**src/shared/ulms_pkg.sv**
```systemverilog
package ulms_pkg;

    // Register byte addresses on the APB.
    localparam logic [7:0] ADDR_LINE_STATUS   = 8'h00;
    localparam logic [7:0] ADDR_MODEM_STATUS  = 8'h04;
    localparam logic [7:0] ADDR_MODEM_CONTROL = 8'h08;
    localparam logic [7:0] ADDR_IRQ_STATUS    = 8'h0C;
    localparam logic [7:0] ADDR_IRQ_MASK      = 8'h10;

    // Line status field positions.
    localparam int LS_READY   = 0;
    localparam int LS_OVERRUN = 1;
    localparam int LS_PARITY  = 2;
    localparam int LS_FRAMING = 3;

    // Modem control field positions.
    localparam int MC_DTR  = 0;
    localparam int MC_RTS  = 1;
    localparam int MC_OUT1 = 2;
    localparam int MC_OUT2 = 3;
    localparam int MC_LOOP = 4;

    // Interrupt status field positions.
    localparam int IRQ_LINE  = 0;
    localparam int IRQ_MODEM = 1;

    // Reset values.
    localparam logic [4:0] MODEM_CONTROL_RST = 5'h00;
    localparam logic [1:0] IRQ_MASK_RST      = 2'h0;
    localparam logic [3:0] MODEM_LEVEL_RST   = 4'hF;

    // Modem input pins, all active low, in status order cts, dsr, ri, cd.
    typedef struct packed {
        logic cd_n;
        logic ri_n;
        logic dsr_n;
        logic cts_n;
    } ulms_modem_pins_t;

    // Receive path events and levels at the head of the receive queue.
    typedef struct packed {
        logic char_done;
        logic fifo_full;
        logic head_framing;
        logic head_parity;
        logic data_held;
    } ulms_rx_status_t;

endpackage

```
**src/rtl/ulms_sync.sv**
```systemverilog
`timescale 1ns/1ps
module ulms_sync #(
    parameter int WIDTH = 4
) (
    // Clock and reset.
    input  wire logic             i_core_clk,
    input  wire logic             i_resetn,
    // Data.
    input  wire logic [WIDTH-1:0] i_async,
    output logic      [WIDTH-1:0] o_sync
);
    typedef struct packed {
        logic [WIDTH-1:0] meta;
        logic [WIDTH-1:0] stable;
    } ulms_sync_state_t;

    ulms_sync_state_t state_q;
    ulms_sync_state_t state_d;

    if (WIDTH < 1)
    begin : g_width_check
        $error("WIDTH must be at least one");
    end

    // Resets to all ones: the modem pins idle high when nothing drives them.
    always_comb
    begin
        state_d.meta   = i_async;
        state_d.stable = state_q.meta;
    end

    always_ff @(posedge i_core_clk or negedge i_resetn)
    begin
        if (!i_resetn)
        begin
            state_q <= '1;
        end
        else
        begin
            state_q <= state_d;
        end
    end

    assign o_sync = state_q.stable;

endmodule

```
**src/rtl/ulms_top.sv**
```systemverilog
// Summary of operation
// - Framing flag follows receive queue head.
// - Parity flag bit 2 follows queue head.
// - Overrun bit 1 on character into full queue.
// - Bit 0 high while any character held.
// - Four change bits, cleared on status read.
// - Bit 7: not cd, loop gives output two.
// - Bit 6: not ri, loop gives output one.
// - Bit 5: not dsr, loop gives dtr.
// - Bit 4: not cts, loop gives rts.
// - Bit 3 on carrier change, raise interrupt.
// - Bit 2 only on ri rising, interrupt.
// - Any change bit raises modem interrupt.
//
// Added by the designer: the APB slave port and the placing of the registers.
`timescale 1ns/1ps
module ulms_top
    import ulms_pkg::*;
(
    // Clock and reset.
    input  wire logic                       i_core_clk,
    input  wire logic                       i_resetn,
    // APB slave.
    input  wire logic                       i_psel,
    input  wire logic                       i_penable,
    input  wire logic                       i_pwrite,
    input  wire logic [7:0]                 i_paddr,
    input  wire logic [31:0]                i_pwdata,
    output logic      [31:0]                o_prdata,
    output logic                            o_pready,
    output logic                            o_pslverr,
    // Receive path status.
    input  wire ulms_pkg::ulms_rx_status_t  i_rx,
    // Modem pins.
    input  wire ulms_pkg::ulms_modem_pins_t i_modem_n,
    // Modem control outputs, active low at the pins.
    output logic                            o_dtr_n,
    output logic                            o_rts_n,
    output logic                            o_out1_n,
    output logic                            o_out2_n,
    // Interrupts.
    output logic                            o_irq,
    output logic                            o_modem_irq
);
    import ulms_pkg::*;

    ////////////////////////////////////////////////////////////////////////

    typedef struct packed {
        logic [31:0] prdata;
        logic        pready;
        logic        pslverr;
        logic        framing;
        logic        parity;
        logic        overrun;
        logic [3:0]  delta;
        logic [3:0]  level_prev;
        logic [4:0]  modem_control;
        logic [1:0]  irq_status;
        logic [1:0]  irq_mask;
        logic        irq;
        logic        modem_irq;
        logic [3:0]  ctl_out_n;
    } ulms_state_t;

    ulms_state_t      state_q;
    ulms_state_t      state_d;
    ulms_modem_pins_t pins_sync;
    logic [3:0]       level_now;
    logic [7:0]       line_status;
    logic [7:0]       modem_status;
    logic             access;
    logic             rd_line;
    logic             rd_modem;
    logic [3:0]       delta_evt;
    logic             line_evt;

    ////////////////////////////////////////////////////////////////////////

    // The modem pins come from another device and are synchronised first.
    ulms_sync #(
        .WIDTH (4)
    ) u_sync (
        .i_core_clk (i_core_clk),
        .i_resetn   (i_resetn),
        .i_async    (i_modem_n),
        .o_sync     (pins_sync)
    );

    function automatic logic is_addr(input logic [7:0] a,
                                     input logic [7:0] b);
        return a == b;
    endfunction

    ////////////////////////////////////////////////////////////////////////

    // Levels in status order: cts, dsr, ri, cd, active high.
    always_comb
    begin
        if (state_q.modem_control[MC_LOOP])
        begin
            level_now[0] = state_q.modem_control[MC_RTS];
            level_now[1] = state_q.modem_control[MC_DTR];
            level_now[2] = state_q.modem_control[MC_OUT1];
            level_now[3] = state_q.modem_control[MC_OUT2];
        end
        else
        begin
            level_now[0] = ~pins_sync.cts_n;
            level_now[1] = ~pins_sync.dsr_n;
            level_now[2] = ~pins_sync.ri_n;
            level_now[3] = ~pins_sync.cd_n;
        end
    end

    // Ring change flags only on the trailing edge of a ring.
    always_comb
    begin
        delta_evt[0] = level_now[0] ^ state_q.level_prev[0];
        delta_evt[1] = level_now[1] ^ state_q.level_prev[1];
        delta_evt[2] = ~level_now[2] & state_q.level_prev[2];
        delta_evt[3] = level_now[3] ^ state_q.level_prev[3];
    end

    always_comb
    begin
        line_status = 8'h00;
        line_status[LS_READY]   = i_rx.data_held;
        line_status[LS_OVERRUN] = state_q.overrun;
        line_status[LS_PARITY]  = state_q.parity;
        line_status[LS_FRAMING] = state_q.framing;
        modem_status = {level_now, state_q.delta};
    end

    assign access   = i_psel & i_penable & state_q.pready;
    assign rd_line  = access & ~i_pwrite
                      & is_addr(i_paddr, ADDR_LINE_STATUS);
    assign rd_modem = access & ~i_pwrite
                      & is_addr(i_paddr, ADDR_MODEM_STATUS);

    // Overrun fires when a character completes into a full queue.
    assign line_evt = (i_rx.char_done & i_rx.fifo_full)
                      | i_rx.head_framing | i_rx.head_parity;

    ////////////////////////////////////////////////////////////////////////

    always_comb
    begin
        state_d = state_q;

        // Answer with one wait state so read data is registered.
        state_d.pready  = i_psel & i_penable & ~state_q.pready;
        state_d.pslverr = 1'b0;
        if (i_psel & i_penable & ~state_q.pready)
        begin
            state_d.prdata = 32'h0000_0000;
            if (is_addr(i_paddr, ADDR_LINE_STATUS))
            begin
                state_d.prdata[7:0] = line_status;
            end
            else if (is_addr(i_paddr, ADDR_MODEM_STATUS))
            begin
                state_d.prdata[7:0] = modem_status;
            end
            else if (is_addr(i_paddr, ADDR_MODEM_CONTROL))
            begin
                state_d.prdata[4:0] = state_q.modem_control;
            end
            else if (is_addr(i_paddr, ADDR_IRQ_STATUS))
            begin
                state_d.prdata[1:0] = state_q.irq_status;
            end
            else if (is_addr(i_paddr, ADDR_IRQ_MASK))
            begin
                state_d.prdata[1:0] = state_q.irq_mask;
            end
            else
            begin
                state_d.pslverr = 1'b1;
            end
        end

        // Only flags that the read reported are cleared: an error landing
        // between the data capture and the end of the access would
        // otherwise be lost unseen. A fresh error in that cycle survives.
        if (rd_line)
        begin
            state_d.framing = state_q.framing
                              & ~state_q.prdata[LS_FRAMING];
            state_d.parity  = state_q.parity
                              & ~state_q.prdata[LS_PARITY];
            state_d.overrun = state_q.overrun
                              & ~state_q.prdata[LS_OVERRUN];
        end
        if (i_rx.head_framing)
        begin
            state_d.framing = 1'b1;
        end
        if (i_rx.head_parity)
        begin
            state_d.parity = 1'b1;
        end
        if (i_rx.char_done & i_rx.fifo_full)
        begin
            state_d.overrun = 1'b1;
        end

        // Change flags clear on read once reported; a new change wins.
        if (rd_modem)
        begin
            state_d.delta = state_q.delta & ~state_q.prdata[3:0];
        end
        state_d.delta      = state_d.delta | delta_evt;
        state_d.level_prev = level_now;

        if (access & i_pwrite)
        begin
            if (is_addr(i_paddr, ADDR_MODEM_CONTROL))
            begin
                state_d.modem_control = i_pwdata[4:0];
            end
            else if (is_addr(i_paddr, ADDR_IRQ_MASK))
            begin
                state_d.irq_mask = i_pwdata[1:0];
            end
            else if (is_addr(i_paddr, ADDR_IRQ_STATUS))
            begin
                state_d.irq_status = state_q.irq_status & ~i_pwdata[1:0];
            end
        end

        // Sticky events, set wins over a write-one clear.
        if (line_evt)
        begin
            state_d.irq_status[IRQ_LINE] = 1'b1;
        end
        if (|delta_evt)
        begin
            state_d.irq_status[IRQ_MODEM] = 1'b1;
        end

        state_d.irq = |(state_d.irq_status & state_d.irq_mask);
        // Modem interrupt level follows the change bits directly.
        state_d.modem_irq = |state_d.delta;

        // Outputs are inactive while looped back, as the pins are cut off.
        if (state_d.modem_control[MC_LOOP])
        begin
            state_d.ctl_out_n = 4'hF;
        end
        else
        begin
            state_d.ctl_out_n = ~state_d.modem_control[3:0];
        end
    end

    always_ff @(posedge i_core_clk or negedge i_resetn)
    begin
        if (!i_resetn)
        begin
            state_q               <= '0;
            state_q.level_prev    <= 4'h0;
            state_q.modem_control <= MODEM_CONTROL_RST;
            state_q.irq_mask      <= IRQ_MASK_RST;
            state_q.ctl_out_n     <= MODEM_LEVEL_RST;
        end
        else
        begin
            state_q <= state_d;
        end
    end

    ////////////////////////////////////////////////////////////////////////

    assign o_prdata    = state_q.prdata;
    assign o_pready    = state_q.pready;
    assign o_pslverr   = state_q.pslverr;
    assign o_dtr_n     = state_q.ctl_out_n[MC_DTR];
    assign o_rts_n     = state_q.ctl_out_n[MC_RTS];
    assign o_out1_n    = state_q.ctl_out_n[MC_OUT1];
    assign o_out2_n    = state_q.ctl_out_n[MC_OUT2];
    assign o_irq       = state_q.irq;
    assign o_modem_irq = state_q.modem_irq;

endmodule

```
**config.mk**
```make
export PLATFORM = sky130hd
export DESIGN_NAME = ulms_top
export DESIGN_NICKNAME = d
export VERILOG_FILES = /design/src/shared/ulms_pkg.sv /design/src/rtl/ulms_sync.sv /design/src/rtl/ulms_top.sv
export SDC_FILE = /design/constraint.sdc
export NUM_CORES = 1
export LEC_CHECK = 0
export BUFFER_PORTS_ARGS = -buffer_cell sky130_fd_sc_hd__buf_2
export CAP_MARGIN = 20
export CORE_ASPECT_RATIO = 1.1
export CORE_MARGIN = 8
export CORE_UTILIZATION = 47
export CTS_CLUSTER_SIZE = 24
export DETAILED_ROUTE_END_ITERATION = 8
export GPL_ROUTABILITY_DRIVEN = 0
export GPL_TIMING_DRIVEN = 0
export PLACE_DENSITY = 0.77
export SLEW_MARGIN = 20
export SYNTH_ARGS = -nofsm -noshare
export SYNTH_HDL_FRONTEND = slang
export SYNTH_SLANG_ARGS = --single-unit
```
**constraint.sdc**
```tcl
create_clock -name i_core_clk -period 2.4 [get_ports i_core_clk]
set_clock_uncertainty 0.05 [all_clocks]
set_input_delay 0.24 -clock i_core_clk [delete_from_list [all_inputs] [get_ports i_core_clk]]
set_output_delay 0.24 -clock i_core_clk [all_outputs]
set_load 0.01 [all_outputs]
```
Word level (Yosys, flattened, before mapping)
Cells that the tools add are included.

word-level totals
  bits in registers = 44
  bits in latches = 0
  memory bits (writable) = 0
  bits in read-only memories = 0
  input bits = 54
  output and inout bits = 40
  word-level logic and storage cells = 89
  memories = 0

operators by class
  add/subtract/negate cells = 0
  $mul = 0
  divide/modulo/power cells = 0
  magnitude comparators = 0
  equal/unequal tests = 4
  shifts and indexed selects = 0
  muxes and demuxes = 28
  bitwise logic cells = 34
  reductions and logical operators = 7

operators by type and width
  kind                                                 count
  equality test 8 x 4 -> 1 bit, second input constant  2
  2-to-1 mux 4 bit                                     4
  AND 1 bit                                            12
  2-to-1 mux 2 bit                                     6
  2-to-1 mux 1 bit                                     11
  2-to-1 mux 5 bit                                     2
  inverter 1 bit                                       10
  2-to-1 mux 3 bit                                     3
  2-to-1 mux 9 bit                                     1
  equality test 8 x 3 -> 1 bit, second input constant  1
  equality test 8 x 5 -> 1 bit, second input constant  1
  zero test 8 bit                                      1
  2-to-1 mux 8 bit                                     1
  inverter 4 bit                                       2
  OR reduction 4 bit                                   2
  nonzero test 2 bit                                   3
  AND 2 bit                                            2
  AND 4 bit                                            1
  bitwise OR 4 bit                                     1
  bitwise XOR 1 bit                                    3
  inverter 2 bit                                       1
  bitwise OR 1 bit                                     2
  OR reduction 2 bit                                   1

Depth between registers and ports, before layout
  depth after elaboration = 9
  mapped depth = 7
  mapped depth without buffers = 5

Hierarchy
Synthesis repeated with hierarchy kept, for this count alone.

second synthesis, totals
  cell total of the unflattened synthesis = 206
  area, all modules = 2148.3 sq um

by module, submodules not included
  module     instances  cells an instance  area an instance (sq um)  sequential area each (sq um)
  ulms_top   1          198                1938.1                    905.9
  ulms_sync  1          8                  210.2                     210.2

Worst setup path after synthesis
No wires, ideal clock.

  path type = input-to-reg
  start = input port i_paddr[1]
  end = register state_q, in the netlist o_irq
  library setup time = 121 ps
  arrival = 2012 ps
  required time = 2229 ps
  setup slack = 217 ps
  cell stages on the path = 6
  path buffers = 1
  cell sequence = or4_4 buf_6 or2_4 o31ai_1 or4b_4 a22o_1

RTL lines
  element               RTL line         source
  from (decl)           ulms_top.sv:27   input wire logic [7:0] i_paddr,
  to (signal assigned)  ulms_top.sv:269  state_q <= state_d;
  to (decl)             ulms_top.sv:66   ulms_state_t state_q;

==> reports/metrics.yaml <==
critical_path:
  arrival_ns: 2.34
  worst_path_max_delay_cell: "or4b_4"
  setup.worst_path.end_class: "register"
  critical_path_class: "reg -> reg"
  cp_max_fo: 10
  critical_path_buf_inv_count: 1
  crit_path_cell_trace: "clkbuf_1 > mux2i_1 > xnor2_1 > or4b_4 > a22o_1"
  cp.required_ns: 2.54
  critPathMaxStageDelay_ns: 0.57
  path_delay_family: "simple AND/OR/NAND/NOR gates"
  start_kind: "register"
timing:
  slew_viol_final: 0
  clock.fmax_mhz: 453
  setup_violations: 0
  rsz0062_at_grt: "no"
  period_share_pct: 92.0
  worst_pin_slew_ns: 0.908
  slew_headroom_pct: 39.5
  setup_tns_ns: 0
  hold_viol: 0
  timing.hold.ws_ns: 0.0164
  layout_min_cycle_time_ns: 2.21
yosys:
  synthesis.area_sq_um: 2170
  synth.top_cells.by_area: "dfrtp_1, dfstp_2, buf_4"
  yosysWarnings: 0
  post-synth-top-area-cell: "dfrtp_1"
  synth_cell_type_count: 43
  syn_inst: 206
  seq_area_frac_synth_pct: 51.4
  postSynthAreaPerCell_sq_um: 10.5
  ys_seq_elements: 44
  yosys.area.top_type_share_pct: 36.9
layout:
  layout_commonest_cell: "buf_2"
  final_cell_mix: "buf_2, buf_4, dfrtp_1"
  fill_cells: 396
  finalNetCount: 335
  syn2layout_area_growth_pct: 24.1
  diodes: 0
  utilization_pct: 59.2
  drive_gt1_share_pct: 38.3
floorplan:
  die_y_um: 87.3
  die_w_um: 80.8
  ios: 94
  num_rows: 26
  fp.coreArea_sq_um: 4550
  dieArea_sq_um: 7060
  start_util_pct: 47.7
detailed_routing:
  viasPerCell: 4.76
  final_antenna_net_count: 0
  wl_per_cell_um: 13.5
  drc: 0
  first_pass_iters: 4
  via_count: 1608
  wirelength_um: 4550
  first_iter_violations: 73
clock_tree:
  cts_sinks: 44
  clk_pin_slew_ns: 0.08
  htree_levels: 2
  clk_latency_ns: 0.30
  cts_tree: "yes"
  ctsRootBufferMaster: "clkbuf_8"
  clk_path_buf_depth: 2
  cts_buffers: 5
pwr:
  clkPwrFrac_pct: 39.2
  power.switching_mw: 0.352
  power.density_nw_per_um2: 565
  intPower_mw: 1.17
  combPwrFrac_pct: 10.5
  p_seq_share_pct: 50.3
  leakage_nw: 1.30
  p_total_mw: 1.52
  switching_share_pct: 23.1
  vdd.ir_drop.worst_v: 0.000402
grt:
  grt_pass1_vias: 1619
  grt_pass1_wl_um: 7340
  grt_use_total_pct: 13.2
  grt_start_max_net_pins: 45
  gr-total-overflow: 0
  antenna_found_initial: 0
job:
  maxCapViolations: 0
worst_hold_path:
  min_path_type: "in -> async"
outcome:
  outcome: "completed"
placement:
  port_buffers: 41
  dp_hpwl_um: 3600
==> layout make-up <==
type	instances	area [sq um]	share of cell area [%]
Multi-Input combinational cell	134	822	30.5
Buffer	40	279	10.4
Clock buffer	6	82.6	3.06
Timing Repair Buffer	45	245	9.10
Clock inverter	2	38.8	1.44
Inverter	11	41.3	1.53
Sequential cell	44	1120	41.4
Tap cell	56	70.1	2.60
==> metal layers <==
layer | share of wire, % | track usage, % | wire (um)
met1 | 42 | 16.0 | 1900
met2 | 49 | 21.0 | 2220
met3 | 7.6 | 4.24 | 346
met5 | 0 | 0 | 0
met4 | 1.8 | 5.20 | 83
==> synthesized netlist by cell type, drive strengths merged <==
| master | count |
|---|---|
| a211o | 2 |
| o311ai | 1 |
| a21oi | 6 |
| a21o | 5 |
| xor2 | 1 |
| o21ai | 10 |
| or4b | 1 |
| nor4bb | 1 |
| inv | 11 |
| nand2 | 22 |
| nand4b | 1 |
| o41ai | 1 |
| o22ai | 1 |
| a2bb2oi | 1 |
| conb | 1 |
| nor2 | 5 |
| or4 | 2 |
| o31ai | 2 |
| dfrtp | 32 |
| mux2i | 5 |
| a31oi | 4 |
| dfstp | 12 |
| a22o | 2 |
| nor2b | 2 |
| xnor2 | 1 |
| or2 | 3 |
| a2111o | 1 |
| and3 | 1 |
| nand4 | 2 |
| mux2 | 6 |
| buf | 34 |
| clkbuf | 6 |
| and2 | 1 |
| nor3 | 6 |
| nor3b | 3 |
| nand3 | 2 |
| nor4 | 6 |
| nand2b | 3 |
==> cells by family after synthesis <==
kind of cell | after synthesis | synth area share (%)
multiplexers | 11 | 5.41
other | 1 | 0.173
AND/OR/NAND/NOR | 61 | 16.6
buffers and inverters | 51 | 14.7
flip-flops | 44 | 51.4
AO/OA/AOI/OAI | 36 | 10.9
XOR/XNOR | 2 | 0.807
==> through the flow <==
step / setup slack (ns) / cell area, sq um / std cells
after CTS: 0.163 / 2700 / 338
after floorplan: 0.217 / 2260 / 229
after global placement: 0.0138 / 2530 / 326
after global routing: 0.0419 / 2700 / 338
final: 0.192 / 2700 / 338
after detailed placement: 0.0116 / 2530 / 326
==> final timing paths <==
check                      depth (start not counted)  slack (ns)               from          endpoint
max                                                5        0.19        state_q[14]             o_irq
min                                                1        0.02           i_resetn         o_pslverr
max reg2reg                                        5        0.19        state_q[14]             o_irq
min reg2reg                                        0        0.31  u_sync.state_d[0]  u_sync.o_sync[0]
max in group asynchronous                          1        1.71           i_resetn        state_q[8]
min in group i_core_clk                            2        0.06        i_pwdata[2]          o_out1_n
==> state kept, by name, indices dropped and copies added, names as in the netlist <==
name and count:
line_status 3, modem_status 4, o_dtr_n 1, o_irq 1, o_modem_irq 1, o_out1_n 1, o_out2_n 1, o_prdata 8
o_pready 1, o_pslverr 1, o_rts_n 1, state_q 13, u_sync.o_sync 4, u_sync.state_d 4
==> power groups by stage <==
stage               registers, mW  clock network, mW  logic, mW
global placement            0.780                  0      0.151
global route                0.768              0.634      0.178
detailed placement          0.781                  0      0.153
finish                      0.767              0.597      0.159
floorplan                   0.781                  0     0.0968
CTS                         0.767              0.606      0.159
==> timing repair <==
action | in CTS | in global routing
hold buffers | 4 | 0
endpoints found under the setup margin | 0 | 0
setup buffers | 0 | 0
gates resized for setup | 0 | 0
endpoints found under the hold margin | 4 | 0
(Power assumes the default switching activity.)
